===== src/pkg/rss_map.svh =====
// Register offsets, field positions, reset values and timing constants
`ifndef RSS_MAP_SVH
`define RSS_MAP_SVH

// ************************************************************
// Register offsets
// ************************************************************
`define RSS_OFS_DLY_A 8'h20
`define RSS_OFS_DLY_B 8'h21
`define RSS_OFS_BUCK34 8'h23
`define RSS_OFS_BACKUP 8'h24
`define RSS_OFS_SWLDO 8'h25
`define RSS_OFS_STATUS 8'h2F

// ************************************************************
// Reset values and write masks
// ************************************************************
`define RSS_RST_DLY_A 8'h00
`define RSS_RST_DLY_B 8'h00
`define RSS_RST_BUCK34 8'h75
`define RSS_RST_BACKUP 8'h12
`define RSS_RST_SWLDO 8'h63
`define RSS_WMASK_BACKUP 8'h33
`define RSS_WMASK_DLY_B 8'h81
`define RSS_ZERO_BYTE 8'h00

// ************************************************************
// Field positions
// ************************************************************
`define RSS_F_HI 7:4
`define RSS_F_LO 3:0
`define RSS_F_BKB 5:4
`define RSS_F_BKA 1:0
`define RSS_F_FACTOR 7
`define RSS_F_DLY9 0

// ************************************************************
// Rail positions in the enable vector
// ************************************************************
`define RSS_RAIL_MEM 0
`define RSS_RAIL_IO 1
`define RSS_RAIL_LIN 2
`define RSS_RAIL_SW 3
`define RSS_RAIL_BKA 4
`define RSS_RAIL_BKB 5

// ************************************************************
// Strobe numbers and codes
// ************************************************************
`define RSS_STROBE_FIRST 4'h1
`define RSS_STROBE_SECOND 4'h2
`define RSS_STROBE_MAIN 4'h3
`define RSS_STROBE_LAST 4'hA
`define RSS_BK_CODE_S1 2'h1
`define RSS_BK_CODE_S2 2'h2

// ************************************************************
// Timing
// ************************************************************
`define RSS_CLK_KHZ 20000
`define RSS_GAP_SHORT_MS 2
`define RSS_GAP_LONG_MS 5
`define RSS_DOWN_FACTOR 10
`define RSS_CNT_ONE 24'h000001

`endif


===== src/pkg/rss_pkg.sv =====
// Types shared by the rail strobe assignment block
package rss_pkg;
  typedef logic [5:0] rss_rail_t;
  typedef logic [3:0] rss_strobe_t;
  typedef logic [7:0] rss_byte_t;
  typedef enum logic [1:0] {ST_IDLE, ST_STROBE, ST_GAP} rss_state_t;
endpackage


===== src/pkg/rss_dec_if.sv =====
// Carrier between the sequencer and the strobe decoder
`timescale 1ns/1ns
interface rss_dec_if;
  logic [3:0] strobe;
  logic [3:0] main_code [4];
  logic [1:0] bk_code [2];
  logic seal;
  logic [5:0] mask;
  modport src (output strobe, main_code, bk_code, seal, input mask);
  modport dec (input strobe, main_code, bk_code, seal, output mask);
endinterface


===== src/hdl/rss_decode.sv =====
// Strobe decoder: which rails a given strobe number acts on
`timescale 1ns/1ns
`include "rss_map.svh"
module rss_decode (
  input wire logic CORE_CLK,
  input wire logic SRST,
  rss_dec_if.dec dif
);
  import rss_pkg::*;

  // Main rail code matches a strobe only inside the 3h..Ah window
  function automatic logic main_hit(input logic [3:0] code,
                                    input logic [3:0] stb);
    main_hit = (code >= `RSS_STROBE_MAIN) && (code <= `RSS_STROBE_LAST)
               && (code == stb);
  endfunction

  // Backup rail code matches strobe one or two while the seal is intact
  function automatic logic bk_hit(input logic [1:0] code,
                                  input logic [3:0] stb,
                                  input logic seal);
    bk_hit = !seal && ((code == `RSS_BK_CODE_S1) ||
             (code == `RSS_BK_CODE_S2)) && ({2'h0, code} == stb);
  endfunction

  // ************************************************************
  // Decoding
  // ************************************************************
  // main rail window
  for (genvar i = 0; i < 4; i++) begin : g_main
    assign dif.mask[i] = main_hit(dif.main_code[i], dif.strobe);
  end

  for (genvar j = 0; j < 2; j++) begin : g_bk
    assign dif.mask[`RSS_RAIL_BKA + j] =
      bk_hit(dif.bk_code[j], dif.strobe, dif.seal);
  end
endmodule // rss_decode


===== src/hdl/rss_top.sv =====
// Rail strobe assignment registers and strobe sequencer
//
// Notes on behaviour
// - Main rail codes 3h..Ah enable the rail at the strobe of that number.
// - Main rail codes 0h..2h and Bh..Fh keep the rail away from strobes.
// - Backup B field in bits 5-4: 1h strobe one, 2h two, else none.
// - Backup A field in bits 1-0, same encoding, reset code 2h.
// - Strobes one and two run only while the seal flag is 0.
// - Once the seal is broken backup rails are never turned off.
// - Each gap between strobes waits 2 ms, or 5 ms if its bit is set.
// - Factor bit multiplies gaps by ten on power-down only.
`timescale 1ns/1ns
`include "rss_map.svh"
module rss_top #(
  parameter int unsigned GAP_SHORT_CYC = `RSS_GAP_SHORT_MS * `RSS_CLK_KHZ,
  parameter int unsigned GAP_LONG_CYC = `RSS_GAP_LONG_MS * `RSS_CLK_KHZ
) (
  input wire logic CORE_CLK,
  input wire logic SRST,
  input wire logic REG_WR,
  input wire logic REG_RD,
  input wire rss_pkg::rss_byte_t REG_ADDR,
  input wire rss_pkg::rss_byte_t REG_WDATA,
  input wire logic PASSWORD_OK,
  input wire logic FRESH_SEAL,
  input wire logic PWR_UP_REQ,
  input wire logic PWR_DOWN_REQ,
  output rss_pkg::rss_byte_t REG_RDATA,
  output logic REG_RVALID,
  output rss_pkg::rss_rail_t RAIL_EN,
  output rss_pkg::rss_strobe_t STROBE_NUM,
  output logic SEQ_BUSY
);
  import rss_pkg::*;

  localparam logic [23:0] SHORT_UP = 24'(GAP_SHORT_CYC);
  localparam logic [23:0] LONG_UP = 24'(GAP_LONG_CYC);
  localparam logic [23:0] SHORT_DN = 24'(GAP_SHORT_CYC * `RSS_DOWN_FACTOR);
  localparam logic [23:0] LONG_DN = 24'(GAP_LONG_CYC * `RSS_DOWN_FACTOR);

  rss_byte_t dly_a_reg, dly_b_reg, buck34_reg, backup_reg, swldo_reg;
  rss_byte_t rdata_reg, rdata_next;
  logic rvalid_reg;
  rss_state_t state_reg, state_next;
  rss_strobe_t strobe_reg, strobe_next;
  logic dir_reg, dir_next;
  logic [23:0] cnt_reg, cnt_next;
  rss_rail_t rail_reg, rail_next;
  logic busy_reg;

  // ************************************************************
  // Register access decode
  // ************************************************************
  wire wr_ok = REG_WR && PASSWORD_OK;
  wire hit_dly_a = REG_ADDR == `RSS_OFS_DLY_A;
  wire hit_dly_b = REG_ADDR == `RSS_OFS_DLY_B;
  wire hit_buck34 = REG_ADDR == `RSS_OFS_BUCK34;
  wire hit_backup = REG_ADDR == `RSS_OFS_BACKUP;
  wire hit_swldo = REG_ADDR == `RSS_OFS_SWLDO;
  wire hit_status = REG_ADDR == `RSS_OFS_STATUS;
  wire rss_byte_t status_val = {busy_reg, dir_reg, 2'h0, strobe_reg};

  // Read mux, unmapped offsets read zero
  assign rdata_next = hit_dly_a ? dly_a_reg :
                      hit_dly_b ? dly_b_reg :
                      hit_buck34 ? buck34_reg :
                      hit_backup ? backup_reg :
                      hit_swldo ? swldo_reg :
                      hit_status ? status_val : `RSS_ZERO_BYTE;

  // Configuration registers, written only with the password open
  always_ff @(posedge CORE_CLK) begin
    if (SRST) begin
      dly_a_reg <= `RSS_RST_DLY_A;
      dly_b_reg <= `RSS_RST_DLY_B;
      buck34_reg <= `RSS_RST_BUCK34;
      backup_reg <= `RSS_RST_BACKUP;
      swldo_reg <= `RSS_RST_SWLDO;
    end else if (wr_ok) begin
      if (hit_dly_a) dly_a_reg <= REG_WDATA;
      if (hit_dly_b) dly_b_reg <= REG_WDATA & `RSS_WMASK_DLY_B;
      if (hit_buck34) buck34_reg <= REG_WDATA;
      if (hit_backup) backup_reg <= REG_WDATA & `RSS_WMASK_BACKUP;
      if (hit_swldo) swldo_reg <= REG_WDATA;
    end
  end

  // Read data answered one cycle after the read strobe
  always_ff @(posedge CORE_CLK) begin
    if (SRST) begin
      rdata_reg <= `RSS_ZERO_BYTE;
      rvalid_reg <= 1'b0;
    end else begin
      rvalid_reg <= REG_RD;
      if (REG_RD) rdata_reg <= rdata_next;
    end
  end

  // ************************************************************
  // Strobe decoder
  // ************************************************************
  rss_dec_if dif ();
  assign dif.strobe = strobe_reg;
  assign dif.main_code[`RSS_RAIL_MEM] = buck34_reg[`RSS_F_LO];
  assign dif.main_code[`RSS_RAIL_IO] = buck34_reg[`RSS_F_HI];
  assign dif.main_code[`RSS_RAIL_LIN] = swldo_reg[`RSS_F_LO];
  assign dif.main_code[`RSS_RAIL_SW] = swldo_reg[`RSS_F_HI];
  assign dif.bk_code[0] = backup_reg[`RSS_F_BKA];
  assign dif.bk_code[1] = backup_reg[`RSS_F_BKB];
  assign dif.seal = FRESH_SEAL;

  rss_decode u_decode (
    .CORE_CLK(CORE_CLK),
    .SRST(SRST),
    .dif(dif)
  );

  // ************************************************************
  // Sequencer support terms
  // ************************************************************
  // backup rails shielded after seal break
  wire rss_rail_t keep_mask = FRESH_SEAL ?
    rss_rail_t'((1 << `RSS_RAIL_BKA) | (1 << `RSS_RAIL_BKB)) : '0;
  wire logic [8:0] dly_vec = {dly_b_reg[`RSS_F_DLY9], dly_a_reg};
  wire rss_strobe_t gap_idx = dir_reg ? rss_strobe_t'(strobe_reg - 4'h2) :
                                        rss_strobe_t'(strobe_reg - 4'h1);
  wire gap_long = dly_vec[gap_idx];
  wire slow_dn = dir_reg && dly_b_reg[`RSS_F_FACTOR];
  wire logic [23:0] gap_cyc = slow_dn ? (gap_long ? LONG_DN : SHORT_DN) :
                                        (gap_long ? LONG_UP : SHORT_UP);
  // seal skips strobes one and two
  wire rss_strobe_t low_end = FRESH_SEAL ? `RSS_STROBE_MAIN :
                                           `RSS_STROBE_FIRST;
  wire last_strobe = dir_reg ? (strobe_reg <= low_end) :
                               (strobe_reg == `RSS_STROBE_LAST);

  // ************************************************************
  // Sequencer next state
  // ************************************************************
  always_comb begin
    state_next = state_reg;
    strobe_next = strobe_reg;
    dir_next = dir_reg;
    cnt_next = cnt_reg;
    rail_next = rail_reg;
    unique case (state_reg)
      ST_IDLE: begin
        if (PWR_UP_REQ) begin
          dir_next = 1'b0;
          strobe_next = low_end;
          state_next = ST_STROBE;
        end else if (PWR_DOWN_REQ) begin
          dir_next = 1'b1;
          strobe_next = `RSS_STROBE_LAST;
          state_next = ST_STROBE;
        end
      end
      ST_STROBE: begin
        if (dir_reg) rail_next = rail_reg & ~(dif.mask & ~keep_mask);
        else rail_next = rail_reg | dif.mask;
        if (last_strobe) begin
          state_next = ST_IDLE;
        end else begin
          // Strobe cycle is the first cycle of the gap
          cnt_next = gap_cyc - `RSS_CNT_ONE;
          state_next = ST_GAP;
        end
      end
      ST_GAP: begin
        if (cnt_reg <= `RSS_CNT_ONE) begin
          strobe_next = dir_reg ? rss_strobe_t'(strobe_reg - 4'h1) :
                                  rss_strobe_t'(strobe_reg + 4'h1);
          state_next = ST_STROBE;
        end else begin
          cnt_next = cnt_reg - `RSS_CNT_ONE;
        end
      end
    endcase
  end

  // Sequencer state registers
  always_ff @(posedge CORE_CLK) begin
    if (SRST) begin
      state_reg <= ST_IDLE;
      strobe_reg <= '0;
      dir_reg <= 1'b0;
      cnt_reg <= '0;
      rail_reg <= '0;
      busy_reg <= 1'b0;
    end else begin
      state_reg <= state_next;
      strobe_reg <= strobe_next;
      dir_reg <= dir_next;
      cnt_reg <= cnt_next;
      rail_reg <= rail_next;
      busy_reg <= state_next != ST_IDLE;
    end
  end

  assign REG_RDATA = rdata_reg;
  assign REG_RVALID = rvalid_reg;
  assign RAIL_EN = rail_reg;
  assign STROBE_NUM = strobe_reg;
  assign SEQ_BUSY = busy_reg;

  wire gap_entry = state_reg == ST_STROBE && state_next == ST_GAP;
endmodule // rss_top


===== config.mk =====
export PLATFORM = sky130hd
export DESIGN_NAME = rss_top
export DESIGN_NICKNAME = d
export VERILOG_FILES = /design/src/pkg/rss_pkg.sv /design/src/pkg/rss_dec_if.sv /design/src/hdl/rss_decode.sv /design/src/hdl/rss_top.sv
export VERILOG_INCLUDE_DIRS = /design/src /design/src/pkg
export SDC_FILE = /design/constraint.sdc
export NUM_CORES = 1
export LEC_CHECK = 0
export ABC_CLOCK_PERIOD_IN_PS = 4030
export BUFFER_PORTS_ARGS = -buffer_cell sky130_fd_sc_hd__buf_2
export CAP_MARGIN = 20
export CORE_MARGIN = 8
export CORE_UTILIZATION = 30
export CTS_BUF_LIST = sky130_fd_sc_hd__clkbuf_16
export DETAILED_ROUTE_END_ITERATION = 10
export PLACE_DENSITY = 0.57
export SKIP_LAST_GASP = 1
export SYNTH_ARGS = -nofsm -noshare
export SYNTH_HDL_FRONTEND = slang
export SYNTH_SLANG_ARGS = --single-unit

===== constraint.sdc =====
create_clock -name CORE_CLK -period 4.03 [get_ports CORE_CLK]
set_clock_uncertainty 0.05 [all_clocks]
set_input_delay 0 -clock CORE_CLK [delete_from_list [all_inputs] [get_ports CORE_CLK]]
set_output_delay 0 -clock CORE_CLK [all_outputs]
set_load 0.01 [all_outputs]

==> qor.txt <==
Netlist cell types: 71
count of final setup violators: 0
WP buf/inv: 2
clock tree sinks: 77
worst-path maximum fanout: 15
flops & latches, synth: 77
routed vias: 4469
initial antenna violation count: 0
Tot Pwr: 3.039 mW
GRT Total Usage: 14.19%
status: finished clean
Worst setup EP type: flip-flop
Hold Path Depth: 4
FF+latch area: 0.001541 sq mm
Rows: 46
PwrDens: 552.6 mW/mm^2
hold_ws: 18.07 ps
max-slew violation count: 0
Post-Place Cells: 790
global-route wire length before repair: 22600 um
Critical R2R Launch: STROBE_NUM[1]
synth top area cells: dfxtp_1 (33%), mux2i_1 (8.2%), ha_1 (4.8%), nor2_1 (4.5%), nand2_1 (4.3%)
pin count of the biggest net entering global routing: 55
Worst Hold Class: in2reg
ANT cells: 0
I/O Buffers: 43
IO Count: 44
Max-Cap Viols: 0
worst hold endpoint: state_reg[1]
Critical Path Start Type: flip-flop
max FFs per register: 24
Critical Path AT: 3180 ps
Net count, final: 638
Starting Density: 30.23%
worst endpoint required time: 4180 ps
register area share after synthesis: 32.57%
maximum vdd drop: 0.2772 mV
initial DRC count: 402
fillers: 1639
CP delay by family, top: multiplexers
clock transition at the registers of the reported paths: 60 ps
RSZ-0062 raised after global routing: false
vias per cell: 5.477
die width: 141.6 um
H-tree depth: 3
Post-Syn Instances: 557
Slew Limit Headroom: 34.17%
Leak: 2.178 nW
gpl congestion: 0.8580
Root Driver: clkbuf_16
Multi-input gate area: 0.002939 sq mm
worst-path cell chain: buf_4, inv_1, ha_1, mux2i_1, mux4_2, o2111ai_1, nand3_1, ha_1, nor2b_1, a41oi_1, o31ai_1
leading area contributor after synthesis: dfxtp_1
Cell Area, Synth: 0.004733 sq mm
number of global-route vias before repair: 4210
worst hold start: PWR_DOWN_REQ
fin cells: 816
area fraction of the dominant cell type after synthesis: 32.57%
HPWL Detailed: 10250 um
YS warnings: 0
Commonest cells post-synth: dfxtp_1 (77), nor2_1 (57), nand2_1 (54)
Reg-to-Reg End: cnt_reg[19]
Critical-path top delay cell: mux4_2
Final min period: 3035 ps
die area: 0.02005 sq mm
Final Hold Vio Count: 0
Final ANT Viol Nets: 0
die height: 141.6 um
R2R depth: 11
WL final: 13930 um
Layout area overhead: 16.18%
number of flops mapped to enable cells by yosys: 0
slew at the pin closest to its max-slew limit: 978.4 ps
Core Region: 0.01566 sq mm
fin crit share: 75.31%
post-CTS setup buffers: 0
total CTS buffers: 9
max incr delay on CP: 560 ps
count leader, synth: dfxtp_1
Main synth FF type: dfxtp_1
syn_nets: 599
CTS max path bufs: 2
crit-path most repeated cell: ha_1
Avg WL per Cell: 17.07 um
clk_lat worst skew: 350 ps
Post-synth ARST share: 0%
reg2reg setup slack: 1000 ps
Fmax: 0.3295 GHz
total grt overflow: 0
Worst Setup Path Type: reg2reg
drt first pass iters: 5
share of cells above drive strength 1: 14.00%
Synth Area per Inst: 8.498 sq um
CTS tree: built
DRC: 0
Fin Setup TNS: 0 ps
[tightest hold or removal path, cell delays in order]
cell and delay, ps:
buf_2 90, nor2_1 70, nand3_1 90, a31oi_1 100
[where the power goes]
part	switching [mW]	internal [mW]
Clock	0.345	0.483
Sequential	0.125	0.851
Combinational	0.787	0.449
[worst max-delay path by stage]
stage	from	to	depth (start not counted)
floorplan	STROBE_NUM[0]	cnt_reg[19]	11
global placement	STROBE_NUM[1]	cnt_reg[19]	11
detailed placement	STROBE_NUM[1]	cnt_reg[19]	11
CTS	STROBE_NUM[1]	cnt_reg[19]	11
global route	STROBE_NUM[1]	cnt_reg[19]	11
finish	STROBE_NUM[1]	cnt_reg[19]	11
[routing by layer]
layer  track usage, %  wire [um]  vias to the layer above
li1                 -          -                     2138
met1            17.20       6004                     2157
met2            23.85       6774                      143
met3            2.957        763                       31
met4            6.105        389                        0
met5                0          0                        -
[cell families (layout without fill, tap and decap cells)]
family	after synthesis	after routing	synth area share, %
AOI/OAI and AO/OA	133	133	19.46
xor gates and xnor gates	18	18	3.331
adders and majority gates	18	18	4.758
buffers and inverters	53	96	5.339
DFF	77	77	32.57
muxes	41	41	9.199
and+or+nand+nor	217	217	25.35
[layout make-up]
cell class,instances,area share (%)
Clock inverter,6,1.297
Sequential cell,77,28.03
Timing Repair Buffer,62,6.917
Multi-Input combinational cell,427,53.45
Tap cell,216,4.915
Clock buffer,9,4.096
Inverter,19,1.297
[timing repair]
item,4_1_cts,5_1_grt
resized for setup,0,0
endpoints found under the hold margin,32,0
hold buffers,10,0
[stage by stage]
stage	cell area, sq um	utilization [%]	setup slack (ps)
final	5499	35.13	995.0
after global routing	5499	35.13	779.6
after CTS	5494	35.09	962.3
after detailed placement	5097	32.56	982.5
after global placement	5097	32.56	1118
after floorplan	4733	-	896.6
[cell usage in the layout (no fill, tap or decap), drive strengths merged, types with 9 or more instances in the layout]
master and instances:
dfxtp 77, nor2 58, nand2 55, buf 51, mux2i 39, a21oi 23
inv 22, ha 18, o21ai 18, a31oi 17, xnor2 17, nand3 16
o31ai 15, nor3 13, nor4 11, nand4 10, dlygate4sd3 10, clkbuf 10
or4 9
(Power assumes the default switching activity.)
